--- config.mk ---
export PLATFORM = sky130hd
export DESIGN_NAME = reset_source_flags
export DESIGN_NICKNAME = d
export VERILOG_FILES = /design/src/hw/rsf_pkg.sv /design/src/hw/reset_source_flags.sv /design/src/hw/rsf_sync.sv
export SDC_FILE = /design/constraint.sdc
export NUM_CORES = 1
export LEC_CHECK = 0
export CORE_ASPECT_RATIO = 0.7
export CORE_MARGIN = 2
export CORE_UTILIZATION = 44
export CTS_CLUSTER_DIAMETER = 30
export CTS_CLUSTER_SIZE = 16
export DETAILED_ROUTE_END_ITERATION = 8
export DONT_BUFFER_PORTS = 1
export SLEW_MARGIN = 10
export SYNTH_ARGS = -nofsm -noshare
export SYNTH_HDL_FRONTEND = slang
export SYNTH_SLANG_ARGS = --single-unit
--- constraint.sdc ---
create_clock -name i_clk -period 1.9 [get_ports i_clk]
set_input_delay 0 -clock i_clk [delete_from_list [all_inputs] [get_ports i_clk]]
set_output_delay 0 -clock i_clk [all_outputs]
set_load 0.01 [all_outputs]
--- src/hw/rsf_pkg.sv ---
package rsf_pkg;

	// ----------------------------------------------------------------
	// Register map (word offsets chosen for this block, not byte addresses).
	// ----------------------------------------------------------------
	localparam logic [3:0] OFS_BANDGAP_CONTROL = 4'h0;
	localparam logic [3:0] OFS_RESET_FLAGS     = 4'h1;
	localparam logic [3:0] OFS_BROWNOUT_CODE   = 4'h2;
	localparam logic [3:0] OFS_CORE_STATUS     = 4'h3;
	localparam logic [3:0] OFS_IRQ_STATUS      = 4'h4;
	localparam logic [3:0] OFS_IRQ_MASK        = 4'h5;
	localparam logic [3:0] OFS_RESET_SCOPE     = 4'h6;

	// ----------------------------------------------------------------
	// Field positions.
	// ----------------------------------------------------------------
	localparam int BIT_BANDGAP_BUFFER_ON = 3;
	localparam int BIT_BROWNOUT_FLAG     = 2;
	localparam int BIT_LV_CORRUPT_FLAG   = 1;
	localparam int BIT_WDT_CORRUPT_FLAG  = 0;
	localparam int BIT_TIMEOUT_FLAG      = 1;
	localparam int BIT_POWERDOWN_FLAG    = 0;

	// ----------------------------------------------------------------
	// Reset values and codes.
	// ----------------------------------------------------------------
	localparam logic [7:0] BANDGAP_CONTROL_RST = 8'h00;
	localparam logic [7:0] BROWNOUT_CODE_ON    = 8'h5A;
	localparam logic [7:0] BROWNOUT_CODE_OFF   = 8'hA5;
	localparam logic [7:0] PORT_ALL_INPUTS     = 8'hFF;
	localparam logic [2:0] RESET_FLAGS_RST     = 3'h0;

	// ----------------------------------------------------------------
	// Timing: software reset delay after a corrupt control code.
	// ----------------------------------------------------------------
	localparam int SRESET_NS     = 100;
	localparam int CLK_PERIOD_NS = 10;
	localparam int SRESET_CYC    = (SRESET_NS + CLK_PERIOD_NS - 1) / CLK_PERIOD_NS;

	// Reset pulse length handed to the core.
	localparam int RESET_PULSE_CYC = 4;

	// Sequencer states.
	typedef enum logic [3:0] {
		ST_IDLE  = 4'b0001,
		ST_DELAY = 4'b0010,
		ST_FULL  = 4'b0100,
		ST_SCOPE = 4'b1000
	} seq_state_e;

endpackage

--- src/hw/reset_source_flags.sv ---
// Implementation choices: the Avalon-MM slave port and the address map.

// ----------------------------------------------------------------
// Overview.
// ----------------------------------------------------------------
// This block tracks why the core was last reset and decides how much of the
// chip a reset touches. Three kinds of event arrive from other domains: a low
// supply seen by the brownout monitor, a watchdog time-out and a corrupt
// watchdog control code. A fourth source is internal: a brownout control code
// that is neither the enable nor the disable pattern.
//
// Every event pin passes the two-stage synchroniser and an edge detector, so a
// level that stays high after its reset has been served cannot start a second
// reset. The edge detector starts from zero, which is also the idle level of
// every event pin, so no false edge follows the power-on reset.
//
// The sequencer has one sequence in flight at a time. Events that arrive
// while a reset pulse is running are dropped on purpose: the core is held in
// reset then and could not react to a second cause anyway. The trade-off is
// that a burst of events records only the first cause in the scope register.
//
// Flags that hardware sets and software clears are written in two steps in
// the next-state logic: the bus write is applied first and the hardware set
// after it, so a set and a clear in the same cycle leave the flag set.
//
// The bus answers every request one cycle after it is taken and then ignores
// the strobes for one cycle, so a master that holds its request until it sees
// waitrequest low is never served twice.

module reset_source_flags
	import rsf_pkg::*;
#(
	parameter int DELAY_CYC = SRESET_CYC
) (
	input  wire logic        i_clk,
	input  wire logic        i_reset,
	input  wire logic        i_ce,
	input  wire logic [3:0]  i_address,
	input  wire logic        i_read,
	input  wire logic        i_write,
	input  wire logic [31:0] i_writedata,
	input  wire logic [3:0]  i_byteenable,
	input  wire logic        i_low_supply,
	input  wire logic        i_wdt_timeout,
	input  wire logic        i_wdt_code_bad,
	input  wire logic        i_sleep_mode,
	output logic [31:0]      o_readdata,
	output logic             o_waitrequest,
	output logic             o_irq,
	output logic             o_full_reset,
	output logic             o_pc_sp_reset,
	output logic             o_bandgap_on,
	output logic             o_brownout_monitor,
	output logic             o_port_inputs
);

	// ----------------------------------------------------------------
	// Elaboration checks.
	// ----------------------------------------------------------------
	if (DELAY_CYC < 1 || DELAY_CYC > 255) begin : g_bad_delay
		$error("DELAY_CYC must lie between 1 and 255.");
	end

	// ----------------------------------------------------------------
	// State.
	// ----------------------------------------------------------------
	typedef struct packed {
		seq_state_e  state;
		logic [7:0]  count;
		logic        bandgap_buffer_on;
		logic [7:0]  brownout_control_code;
		logic        brownout_reset_flag;
		logic        lv_code_corrupt_flag;
		logic        wdt_code_corrupt_flag;
		logic        watchdog_timeout_flag;
		logic        powerdown_flag;
		logic [3:0]  irq_status;
		logic [3:0]  irq_mask;
		logic [1:0]  last_scope;
		logic [3:0]  event_prev;
		logic        ack;
		logic        waitrequest;
		logic [31:0] readdata;
		logic        irq;
		logic        full_reset;
		logic        pc_sp_reset;
		logic        bandgap_on;
		logic        monitor_on;
		logic        port_inputs;
	} rsf_s;

	rsf_s r_reg;
	rsf_s r_next;

	logic [3:0] ev_sync;
	logic [3:0] ev_rise;
	logic       monitor_en;
	logic       code_bad;
	logic       wr_hit;
	logic       rd_hit;

	// ----------------------------------------------------------------
	// Event inputs come from other domains, so they are synchronised.
	// ----------------------------------------------------------------
	rsf_sync #(
		.WIDTH(4)
	) u_sync (
		.i_clk   (i_clk),
		.i_reset (i_reset),
		.i_ce    (i_ce),
		.i_async ({i_sleep_mode, i_wdt_code_bad, i_wdt_timeout, i_low_supply}),
		.o_sync  (ev_sync)
	);

	// Edge detect on synchronised events; sleep (bit 3) is used as a level.
	assign ev_rise = ev_sync & ~r_reg.event_prev;

	// Monitor is on for the enable code only, and never in sleep.
	assign monitor_en = (r_reg.brownout_control_code == BROWNOUT_CODE_ON) && !ev_sync[3];
	assign code_bad   = (r_reg.brownout_control_code != BROWNOUT_CODE_ON) &&
	                    (r_reg.brownout_control_code != BROWNOUT_CODE_OFF);

	// A request is answered one cycle after it is taken.
	assign wr_hit = i_write && !r_reg.ack;
	assign rd_hit = i_read && !r_reg.ack;

	// ----------------------------------------------------------------
	// Next-state logic.
	// ----------------------------------------------------------------
	always_comb begin
		r_next            = r_reg;
		r_next.event_prev = ev_sync;
		r_next.ack        = (wr_hit || rd_hit);
		r_next.waitrequest = !(wr_hit || rd_hit);
		r_next.full_reset = 1'b0;
		r_next.pc_sp_reset = 1'b0;

		// Software writes come first so that hardware sets below win.
		if (wr_hit && i_byteenable[0]) begin
			case (i_address)
				OFS_BANDGAP_CONTROL: begin
					r_next.bandgap_buffer_on = i_writedata[BIT_BANDGAP_BUFFER_ON];
				end
				OFS_RESET_FLAGS: begin
					// Software may write either value; hardware only sets.
					r_next.brownout_reset_flag   = i_writedata[BIT_BROWNOUT_FLAG];
					r_next.lv_code_corrupt_flag  = i_writedata[BIT_LV_CORRUPT_FLAG];
					r_next.wdt_code_corrupt_flag = i_writedata[BIT_WDT_CORRUPT_FLAG];
				end
				OFS_BROWNOUT_CODE: begin
					r_next.brownout_control_code = i_writedata[7:0];
				end
				OFS_IRQ_STATUS: begin
					r_next.irq_status = r_reg.irq_status & ~i_writedata[3:0];
				end
				OFS_IRQ_MASK: begin
					r_next.irq_mask = i_writedata[3:0];
				end
				default: begin
				end
			endcase
		end

		// Reset sequencer.
		// The idle state serves one cause at a time in a fixed priority: low
		// supply, then watchdog time-out, then a corrupt watchdog code, then a
		// corrupt brownout code. A low supply counts only while the monitor is
		// enabled, because a disabled or sleeping monitor cannot see the supply.
		// A time-out in sleep takes the narrow path that clears only the
		// program counter and stack pointer; all other time-outs take the full
		// path. The corrupt brownout code waits a fixed delay first, so that a
		// glitch on the code has the same visible effect as a software reset.
		case (r_reg.state)
			ST_IDLE: begin
				if (ev_rise[0] && monitor_en) begin
					// Genuine low supply: full reset, status flags kept.
					r_next.brownout_reset_flag = 1'b1;
					r_next.irq_status[0]       = 1'b1;
					r_next.last_scope          = 2'd1;
					r_next.state               = ST_FULL;
					r_next.count               = 8'(RESET_PULSE_CYC);
				end else if (ev_rise[1]) begin
					r_next.watchdog_timeout_flag = 1'b1;
					r_next.irq_status[1]         = 1'b1;
					if (ev_sync[3]) begin
						r_next.powerdown_flag = 1'b1;
						r_next.last_scope     = 2'd3;
						r_next.state          = ST_SCOPE;
					end else begin
						r_next.last_scope = 2'd2;
						r_next.state      = ST_FULL;
					end
					r_next.count = 8'(RESET_PULSE_CYC);
				end else if (ev_rise[2]) begin
					r_next.wdt_code_corrupt_flag = 1'b1;
					r_next.irq_status[3]         = 1'b1;
					r_next.last_scope            = 2'd2;
					r_next.state                 = ST_FULL;
					r_next.count                 = 8'(RESET_PULSE_CYC);
				end else if (code_bad) begin
					r_next.state = ST_DELAY;
					r_next.count = 8'(DELAY_CYC);
				end
			end
			ST_DELAY: begin
				// Fixed delay before the corrupt-code software reset.
				if (r_reg.count == 8'h01) begin
					r_next.lv_code_corrupt_flag  = 1'b1;
					r_next.irq_status[2]         = 1'b1;
					r_next.brownout_control_code = BROWNOUT_CODE_ON;
					r_next.last_scope            = 2'd2;
					r_next.state                 = ST_FULL;
					r_next.count                 = 8'(RESET_PULSE_CYC);
				end else begin
					r_next.count = r_reg.count - 8'h01;
				end
			end
			ST_FULL: begin
				// Whole-chip reset: ports to inputs, bandgap buffer control to its default.
				r_next.full_reset  = 1'b1;
				r_next.port_inputs = 1'b1;
				r_next.bandgap_buffer_on = 1'b0;
				if (r_reg.count == 8'h01) begin
					r_next.state = ST_IDLE;
				end else begin
					r_next.count = r_reg.count - 8'h01;
				end
			end
			ST_SCOPE: begin
				// Only PC and SP clear and the port-input output drops to 0; everything else is kept.
				r_next.pc_sp_reset = 1'b1;
				r_next.port_inputs = 1'b0;
				if (r_reg.count == 8'h01) begin
					r_next.state = ST_IDLE;
				end else begin
					r_next.count = r_reg.count - 8'h01;
				end
			end
			default: begin
				r_next.state = ST_IDLE;
			end
		endcase

		// Register read mux; unused bits read as zero.
		// The read data is registered with the answer, so it stands exactly in
		// the one cycle in which waitrequest is low. Outside that cycle it is
		// zero, which keeps stale flag values off the bus.
		// Unmapped offsets still get an answer, so a wrong address never hangs
		// the master.
		r_next.readdata = 32'h0000_0000;
		if (rd_hit) begin
			case (i_address)
				OFS_BANDGAP_CONTROL: begin
					r_next.readdata[BIT_BANDGAP_BUFFER_ON] = r_reg.bandgap_buffer_on;
				end
				OFS_RESET_FLAGS: begin
					r_next.readdata[2:0] = {r_reg.brownout_reset_flag,
					                        r_reg.lv_code_corrupt_flag,
					                        r_reg.wdt_code_corrupt_flag};
				end
				OFS_BROWNOUT_CODE: begin
					r_next.readdata[7:0] = r_reg.brownout_control_code;
				end
				OFS_CORE_STATUS: begin
					r_next.readdata[BIT_TIMEOUT_FLAG]   = r_reg.watchdog_timeout_flag;
					r_next.readdata[BIT_POWERDOWN_FLAG] = r_reg.powerdown_flag;
				end
				OFS_IRQ_STATUS: begin
					r_next.readdata[3:0] = r_reg.irq_status;
				end
				OFS_IRQ_MASK: begin
					r_next.readdata[3:0] = r_reg.irq_mask;
				end
				OFS_RESET_SCOPE: begin
					r_next.readdata[1:0] = r_reg.last_scope;
				end
				default: begin
				end
			endcase
		end

		// Outputs registered from the next state; the monitor term comes from the current state.
		r_next.monitor_on = monitor_en;
		r_next.bandgap_on = monitor_en || r_next.bandgap_buffer_on;
		r_next.irq        = |(r_next.irq_status & r_next.irq_mask);
	end

	// ----------------------------------------------------------------
	// State register; power-on loads the documented defaults.
	// ----------------------------------------------------------------
	// The power-on reset drives the full-reset output high so that the core
	// and its ports start from defined values without waiting for the
	// sequencer. The brownout flag has no defined power-on value; it is
	// cleared here so that software never reads an unknown. A low clock enable
	// freezes the whole state, bus answer included.
	always_ff @(posedge i_clk) begin
		if (i_reset) begin
			r_reg                       <= '0;
			r_reg.state                 <= ST_IDLE;
			r_reg.bandgap_buffer_on     <= BANDGAP_CONTROL_RST[BIT_BANDGAP_BUFFER_ON];
			r_reg.brownout_control_code <= BROWNOUT_CODE_ON;
			r_reg.watchdog_timeout_flag <= 1'b0;
			r_reg.powerdown_flag        <= 1'b0;
			r_reg.port_inputs           <= 1'b1;
			r_reg.waitrequest           <= 1'b1;
			r_reg.full_reset            <= 1'b1;
			r_reg.bandgap_on            <= 1'b1;
			r_reg.monitor_on            <= 1'b1;
		end else if (i_ce) begin
			r_reg <= r_next;
		end
	end

	assign o_readdata         = r_reg.readdata;
	// Every output is a plain copy of a register field.
	assign o_waitrequest      = r_reg.waitrequest;
	assign o_irq              = r_reg.irq;
	assign o_full_reset       = r_reg.full_reset;
	assign o_pc_sp_reset      = r_reg.pc_sp_reset;
	assign o_bandgap_on       = r_reg.bandgap_on;
	assign o_brownout_monitor = r_reg.monitor_on;
	assign o_port_inputs      = r_reg.port_inputs;

endmodule // reset_source_flags

--- src/hw/rsf_sync.sv ---
// ----------------------------------------------------------------
// Two flip-flop synchroniser for asynchronous event levels.
// ----------------------------------------------------------------
module rsf_sync
	import rsf_pkg::*;
#(
	parameter int WIDTH = 4
) (
	input  wire logic             i_clk,
	input  wire logic             i_reset,
	input  wire logic             i_ce,
	input  wire logic [WIDTH-1:0] i_async,
	output logic      [WIDTH-1:0] o_sync
);

	typedef struct packed {
		logic [WIDTH-1:0] stage1;
		logic [WIDTH-1:0] stage2;
	} sync_s;

	sync_s sync_reg;
	sync_s sync_next;

	// The first stage feeds only the second stage.
	always_comb begin
		sync_next        = sync_reg;
		sync_next.stage1 = i_async;
		sync_next.stage2 = sync_reg.stage1;
	end

	// Registered copy of the whole state.
	always_ff @(posedge i_clk) begin
		if (i_reset) begin
			sync_reg <= '0;
		end else if (i_ce) begin
			sync_reg <= sync_next;
		end
	end

	assign o_sync = sync_reg.stage2;

endmodule // rsf_sync

# Word level (Yosys, flattened, before mapping)
# Cells that the tools add are included.
word_totals:
  ram_bits: 0
  memories: 0
  reg_bits: 63
  word_cells: 126
  latch_bits: 0
  input_bits: 49
  romBits: 0
op_classes:
  magnitude_cmp: 0
  muxes: 53
  n_eq_ne: 19
  reduce_logical: 23
  div: 0
  bitwise: 6
  shifts: 0
  n_mul: 0
  add_sub_neg: 1
ops:
  columns: ["operator", "count"]
  rows:
  - ["12-bit 2-to-1 mux", 5]
  - ["8-bit 2-to-1 mux", 7]
  - ["4-bit 2-to-1 mux", 8]
  - ["8-bit one-hot mux with 3 select lines", 1]
  - ["1-bit 2-to-1 mux", 19]
  - ["4-bit by 3-bit == test with 1-bit output (second input constant)", 4]
  - ["4-bit AND reduction", 4]
  - ["4-bit by 2-bit == test with 1-bit output (second input constant)", 3]
  - ["2-bit 2-to-1 mux", 6]
  - ["2-bit one-hot mux with 6 select lines", 1]
  - ["4-bit one-hot mux with 3 select lines", 1]
  - ["4-bit AND", 2]
  - ["4-bit by 1-bit == test with 1-bit output (second input constant)", 2]
  - ["8-bit by 1-bit == test with 1-bit output (second input constant)", 1]
  - ["8-bit by 7-bit == test with 1-bit output (second input constant)", 1]
  - ["8-bit by 7-bit != test with 1-bit output (second input constant)", 1]
  - ["8-bit != test (second input constant)", 1]
  - ["1-bit one-hot mux with 4 select lines", 2]
  - ["8-bit by 1-bit subtractor with 8-bit output (second input constant)", 1]
  - ["1-bit logical AND", 6]
  - ["5-bit != test (second input constant)", 1]
  - ["5-bit AND reduction", 1]
  - ["4-bit == test (second input constant)", 1]
  - ["4-bit zero test", 1]
  - ["17 further kinds", 22]

# Longest topological paths before layout
# Gate-level depths: netlist (run 1).
depth:
  word_depth: 10
  ltp_mapped: 9
  depth_no_buf: 7

# Modules after synthesis
# A second synthesis (run 1) with hierarchy kept.
unflattened:
  cells_unflattened: 409
  area_unflattened_um2: 3608.5
modules_own_cells:
  columns: ["module", "instances", "cells_per_inst", "area_per_inst_um2", "seq_area_each_um2"]
  rows:
  - ["reset_source_flags", 1, 383, 3323.2, 1101.1]
  - ["rsf_sync", 1, 26, 285.3, 160.2]

# Least setup slack after synthesis (run 1)
# OpenSTA, ideal clock, no wires.
synth_timing:
  kind: "flip-flop to flip-flop"
  from: "reg r_reg[70] in the netlist's numbering"
  to: "reg r_reg[71] in the netlist's numbering"
  synth_period_minus_slack_ns: 1.935
  stages_incl_launch_ff: 8
  setup_slack_ns: -0.035
  t_arrival_ns: 1.817
  path_cell_list: "dfxtp_1 -> nor4_4 -> a2bb2oi_1 -> or3_1 -> buf_6 -> and3_4 -> buf_6 -> a32o_1"
synth_via:
  elab_chain_cells: 3
  word_cells_on_any_way: 7
synth_rtl:
  columns: ["item", "line_no", "text"]
  rows:
  - ["start: declaration", "reset_source_flags.sv:92", "rsf_s r_reg;"]
  - ["start signal: assignment", "reset_source_flags.sv:310", "r_reg <= r_next;"]
  - ["8-bit by 1-bit subtractor with 8-bit output / 8-bit by 1-bit == test with 1-bit output (equally long branches)", null, null]
  - ["8-bit 2-to-1 mux (tied with other cells)", "reset_source_flags.sv:223, reset_source_flags.sv:233", null]
  - ["8-bit one-hot mux with 3 select lines / 4-bit AND reduction (equally long branches)", null, null]
# Parallel ways exist; a longest one is shown, timed or not. The select of a mux whose other input is x is not followed.
# A chain may end at the register's enable or synchronous reset.

# Worst setup path in the final report (run 1)
layout_timing:
  from: "reg r_reg[59] in the netlist's numbering"
  to: "reg r_reg[79] in the netlist's numbering"
layout_via:
  elab_chain_cells: 5
  word_cells_on_any_way: 10
layout_rtl:
  columns: ["item", "line_no", "text"]
  rows:
  - ["8-bit by 7-bit == test with 1-bit output", "reset_source_flags.sv:119", "assign monitor_en = (r_reg.brownout_control_code == BROWNOUT_CODE_ON) && !ev_sync[3];"]
  - ["1-bit logical AND", "reset_source_flags.sv:119", null]
  - ["1-bit logical AND", "reset_source_flags.sv:175", "if (ev_rise[0] && monitor_en) begin"]
  - ["5-bit != test (no source line) / 12-bit 2-to-1 mux (equally long branches)", null, null]
  - ["4-bit AND reduction (no source line) / 4-bit one-hot mux with 3 select lines (equally long branches)", null, null]
# Parallel ways exist; a longest one is shown, timed or not.

==> results.md, run 1 <==
- Status: finished, final reports clean
- Max IR drop VDD: 0.582 mV
- Hold_sp: i_writedata[3]
- Synth Area in XOR/XNOR: 0.00495
- Fmax achieved: 545 MHz
- Reg2reg end: r_reg[79]
- Crit. End Element: flip-flop
- Hold Path Class: in2reg
- Pre-CTS WS: -68.1 ps
- Slowest stage delay, CP: 500 ps
- Worst-case reg-to-reg path depth: 5
- Commonest non-fill, non-tap cell in the layout: dfxtp_1
- Layout area overhead: 22.4%
- Residual DRC: 0
- I/O pin cnt: 88
- WL/cell: 17.0 um
- Worst Setup Slack, final: 66.4 ps
- Clk buf depth: 2
- Die area: 0.00878 mm^2
- Largest net degree at the start of global routing: 48
- Max-slew headroom: 0.570
- WS Path Type: reg2reg
- Power Total: 4070 uW
- Die Ht: 79 um
- Netlist cell types: 69
- Max FFs per register: 40
- Hold EP: o_irq
- Starting Density: 0.451
- GP Congestion: 0.919
- Pwr Density: 941 mW/mm^2
- Fin nets: 501
- Adder-cell share of the synthesized area: 0.00708
- Via density: 5.70
- Rows: 27
- Post-Synth Simple-Gate Area: 0.237
- Seq/Total Area, Yosys: 0.357
- Initial DRC count: 256
- Top post-synthesis cells by area: dfxtp_1 36%, mux2i_1 7.9%, buf_4 6.8%, nor2_1 5.0%, nand2_1 3.5%
- Crit path from: r_reg[59]
- Slowest cell on crit path: or4bb_1
- Max-slew violations: 0
- Antenna violations before repair: 0
- Vias in the first global route: 2900
- Antenna diodes: 0
- Standby leakage power: 0.00174 uW
- Mux contribution to synthesized area: 0.102
- Total GRT Usage: 0.221
- Largest family of logic cells by synthesized area: simple AND/OR/NAND/NOR gates
- Layout Skew: 6.48 ps
- Port Buffers: 0
- Total CTS buffers: 9
- R2R setup slack: 70 ps
- Worst-path cell chain: or4bb_1, nor2_2, o2111ai_4, nand3_1, mux2_1
- Hold Path Stages: 3
- Share of cells above drive strength 1: 0.205
- Crit Path Max Fanout: 4
- CTS Root Cell: clkbuf_16
- # setup viols final: 0
- Crit path max-delay family: simple AND/OR/NAND/NOR gates
- Worst EP arrival: 2050 ps
- Routed Antenna Nets: 0
- Post-synthesis cell area: 0.00354 mm^2
- Clock Latency Late Sink: 340 ps
- Area share of the largest cell type after synthesis: 0.357
- R2R Path Start: r_reg[59]
- Clock transition at the registers of the reported paths: 60 ps
- Final hold violation count: 0
- 1st-pass router iterations: 6
- Post-Synthesis Cells: 410
- MaxCap Viol Count: 0
- Post-route minimum period: 1830 ps
- CTS tree: built
- DR vias: 3163
- Detailed placer's ending HPWL: 6.55 mm
- Core Footprint: 0.00784 mm^2
- EDFF count, synth: 0
- Most frequent cells in the layout: 57 x dfxtp_1, 45 x nor2_1, 38 x buf_4
- Total grt overflow: 0
- Critical path buffers and inverters: 0
- Post-Route WL: 9.45 mm
- Top cell type by total area after synthesis: dfxtp_1
- First-pass GRT wire length: 15.1 mm
- WP data required: 2120 ps
- Chip Width: 111 um
- Synth Area in Compound Gates: 0.181
- Startpoint Class: flip-flop
- Yosys warning total: 0
- CTS sink cnt: 63
- Yosys reg bits: 63
- Slew @ Worst Pin: 643 ps
- Mean Syn Cell Area: 8.62 um^2
- Most common flop cell mapped by yosys: dfxtp_1
- Final period utilization: 0.965
- Post-synth ARST share: 0
- CTS H-tree depth: 3
## cells by family (layout without fill, tap and decap cells)
logic type      after synthesis  in the layout
mux                          35             35
xor+xnor                      2              2
other cells                   1             24
buf+inv                      67             88
flops                        63             63
simple gates                148            148
compound gates               92             92
fa+ha+maj                     2              2
## metrics by stage
stage	instance area [um^2]	utilization	hold WS, ps	instances	setup TNS (ps)
final	4330	0.552	20.3	555	0
after global routing	4330	0.552	47.2	555	-2.75
after CTS	4260	0.544	17.0	554	0
after detailed placement	3710	0.474	75.2	518	-307
after global placement	3710	0.474	74.1	518	-440
after floorplan	3640	-	128	433	0
## timing repair
item	CTS	global route
setup buffers	0	1
gates cloned	0	0
resized for setup	4	15
setup endpoints to repair	7	16
hold buffers	21	0
pin swaps	0	2
endpoints found under the hold margin	61	0
## layout make-up
class,instances,area (um^2)
clock buffers,12,256
fillers,732,3510
repair buffers,60,536
well taps,101,126
flip-flops and latches,63,1270
multi-input cells,303,2050
inverters,13,48.8
clock inverters,3,42.5
## power breakdown
group	internal (uW)	switching, uW	total, uW	leakage (uW)
Combinational	425	512	937	0.00109
Clock	1080	584	1660	0.000145
Sequential	1390	86.0	1470	0.000513
Total	2890	1180	4070	0.00174
## synthesized netlist by cell type, types with 2 or more instances
library cell   n
dfxtp_1       63
o2111ai_1      2
or4bb_1        2
nand3b_1       8
buf_2          4
nor3_1         6
a211o_1        3
nand2_1       33
a221oi_1       2
a41o_1         2
nor4bb_1       2
a32oi_1        2
nor3b_1        2
clkbuf_1      12
nor4_1         2
or3_1          3
a2bb2oi_1      2
a22oi_1        8
nor4_4         3
nor2_1        47
inv_1         12
nor4b_1        3
a31oi_1        6
nand3_1       11
buf_1          4
nand4_1        5
ha_1           2
or4_1          2
mux2_2         6
and2_1         3
o21ai_0       20
o211ai_1       4
mux2i_1       28
a21oi_1       21
nor2b_1        4
a21boi_0       2
and3_1         3
o31ai_1        3
buf_4         32
buf_6          2
## worst reg2reg max path: cells and delay by family, from the launching register on
family | cells | cell delay, ps
simple gates | 3 | 860
mux | 1 | 340
flops | 1 | 360
compound gates | 1 | 150
## metal layers
layer  GRT usage  vias up  share of wire
li1            -     1510              -
met1       0.321     1505           0.49
met2       0.299      135           0.40
met3      0.0802       13          0.098
met4      0.0765        0          0.013
met5           0        -              0
## worst max path at each step
stage	endpoint	slack [ps]	cells after the start
2_1_floorplan	r_reg[71]	10	7
3_3_place_gp	r_reg[72]	-90	5
3_5_place_dp	r_reg[72]	-70	5
4_1_cts	r_reg[78]	5	6
5_1_grt	r_reg[76]	-2	6
6_report	r_reg[79]	70	5
No activity file was read; power rests on OpenSTA's default activity.
==> run 2, diff against run 1 <==
--- a/config.mk
+++ b/config.mk
@@ -12,6 +12,7 @@
 export CTS_CLUSTER_SIZE = 16
 export DETAILED_ROUTE_END_ITERATION = 8
 export DONT_BUFFER_PORTS = 1
+export GPL_TIMING_DRIVEN = 0
 export SLEW_MARGIN = 10
 export SYNTH_ARGS = -nofsm -noshare
 export SYNTH_HDL_FRONTEND = slang
==> constraint.sdc (replaced) <==
create_clock -name i_clk -period 2.4 [get_ports i_clk]
set_input_delay 0 -clock i_clk [delete_from_list [all_inputs] [get_ports i_clk]]
set_output_delay 0 -clock i_clk [all_outputs]
set_load 0.01 [all_outputs]
==> results.md, run 2 (synthesis results as in run 1) <==
- Power share of the combinational group: 0.224 (-0.006)
- Starting Density: 0.451 (unchanged)
- Residual DRC: 0 (unchanged)
- CTS tree: built
- Detailed placer's ending HPWL: 7.04 mm (+7.5%)
- Pwr Density: 747 mW/mm^2 (-21%)
- Total GRT Usage: 0.225 (+0.00395)
- Placed Area: 0.00375 mm^2 (+0.91%)
- Final period utilization: 0.971 (+0.00623)
- Max FFs per register: 40 (unchanged)
- WL/cell: 17.1 um (+0.49%)
- Commonest non-fill, non-tap cell in the layout: dfxtp_1
- Worst Setup Slack, final: 68.9 ps (+2.51 ps)
- Rows: 27 (unchanged)
- Clk buf depth: 2 (unchanged)
- P_sw: 932 uW (-21%)
- Share of cells above drive strength 1: 0.166 (-0.0389)
- Die area: 0.00878 mm^2 (unchanged)
- RSZ-0062 raised after global routing: no
- Largest net degree at the start of global routing: 11 (-77%)
- Fmax achieved: 429 MHz (-21%)
- Design Area, Final: 0.00424 mm^2 (-2.1%)
- Worst EP arrival: 2550 ps (+500 ps)
- WS Path Type: reg2reg
- First-pass GRT wire length: 15.3 mm (+1.2%)
- Layout Skew: 8.15 ps (+1.67 ps)
- Initial DRC count: 343 (+34%)
- GP Congestion: 0.910 (-0.95%)
- Clock transition at the registers of the reported paths: 50 ps (about the same)
- Total CTS buffers: 9 (unchanged)
- Startpoint Class: flip-flop
- I/O pin cnt: 88 (unchanged)
- CTS H-tree depth: 3 (unchanged)
- CTS Root Cell: clkbuf_16
- Reg power frac: 0.361 (about the same)
- 1st-pass router iterations: 5 (-1)
- Post-route minimum period: 2330 ps (+497 ps)
- Utilization after layout: 0.541 (-0.0117)
- Antenna diodes: 0 (unchanged)
- Port Buffers: 0 (unchanged)
- Chip Width: 111 um (unchanged)
- Clock power share: 0.415 (+0.007)
- Final hold violation count: 0 (unchanged)
- Routed Antenna Nets: 0 (unchanged)
- Max-slew headroom: 0.484 (-0.0862)
- Crit. End Element: flip-flop
- Clock Latency Late Sink: 330 ps (about the same)
- Crit Path Max Fanout: 10 (+6)
- Max-slew violations: 0 (unchanged)
- Status: finished, final reports clean
- Layout area overhead: 19.8%
- Internal Power: 2230 uW (-23%)
- Via density: 5.60 (-1.7%)
- Vias in the first global route: 2817 (-2.9%)
- Fin nets: 511 (+2.0%)
- Hold Path Class: in2reg
- Standby leakage power: 0.00173 uW (-0.83%)
- # setup viols final: 0 (unchanged)
- Post-CTS Setup Repair Bufs: 0 (unchanged)
- Die Ht: 79 um (unchanged)
- Core Footprint: 0.00784 mm^2 (unchanged)
- WP data required: 2620 ps (+500 ps)
- Antenna violations before repair: 0 (unchanged)
- Switching Fraction: 0.294 (+0.00421)
- CTS sink cnt: 63 (unchanged)
- Total grt overflow: 0 (unchanged)
- MaxCap Viol Count: 0 (unchanged)
- Post-Route WL: 9.67 mm (+2.3%)
- DR vias: 3166 (+0.095%)
- Filler instances: 715 (-2.3%)
- Slew @ Worst Pin: 768 ps (+125 ps)
- Pre-CTS WS: -60.9 ps (+7.16 ps)
- Max IR drop VDD: 0.645 mV (+11%)
- Most frequent cells in the layout: 63 x dfxtp_1, 47 x nor2_1, 33 x nand2_1
-- run 2: critical path, cell delays in order (launching register included) --
cell	delay [ps]
dfxtp_1	300
buf_2	210
inv_2	100
nor4_4	580
o2111ai_4	350
nand3_1	320
mux2_1	350
-- run 2: final cells by class --
| cell class | instances | area (um^2) | share of cell area |
|---|---|---|---|
| Sequential cell | 63 | 1260 | 0.298 |
| Clock buffer | 12 | 256 | 0.0605 |
| Clock inverter | 3 | 42.5 | 0.0100 |
| Multi-Input combinational cell | 303 | 2000 | 0.472 |
| Inverter | 13 | 48.8 | 0.0115 |
| Buffer | 54 | 343 | 0.0809 |
| Timing Repair Buffer | 16 | 160 | 0.0378 |
| Tap cell | 101 | 126 | 0.0298 |
-- run 2: power groups by stage --
stage | logic (uW) | clock network, uW | registers, uW
after global placement | 646 | 0 | 1160
final | 708 | 1310 | 1140
after global routing | 761 | 1370 | 1150
after CTS | 684 | 1330 | 1140
after floorplan | 522 | 0 | 1150
after detailed placement | 655 | 0 | 1160
-- run 2: metrics by stage --
step	power (uW)	hold WS [ps]	cells	TNS, ps
2_1_floorplan	1670	128	433	0
3_3_place_gp	1810	133	534	0
3_5_place_dp	1820	136	534	-60.9
4_1_cts	3160	24.7	565	0
5_1_grt	3280	73.2	565	0
6_report	3160	49.6	565	0
-- run 2: repair_timing --
action                                 4_1_cts  5_1_grt
endpoints found under the hold margin       28        0
setup endpoints to repair                    2        4
resized for setup                            2        2
hold buffers                                16        0
-- run 2: path summary, 6_finish.rpt --
kind | from | slack (ps) | depth (start not counted) | end
setup / recovery | r_reg[76] | 70 | 6 | r_reg[79]
hold / removal | i_address[3] | 50 | 4 | o_readdata[0]
setup reg to reg | r_reg[76] | 70 | 6 | r_reg[79]
hold reg to reg | r_reg[55] | 460 | 2 | r_reg[55]
-- run 2: layer usage --
| layer | share of wire | up-vias | track usage |
|---|---|---|---|
| met5 | 0 | - | 0 |
| met1 | 0.51 | 1453 | 0.344 |
| met4 | 0.013 | 0 | 0.0605 |
| met3 | 0.099 | 15 | 0.0725 |
| met2 | 0.38 | 165 | 0.297 |
| li1 | - | 1533 | - |
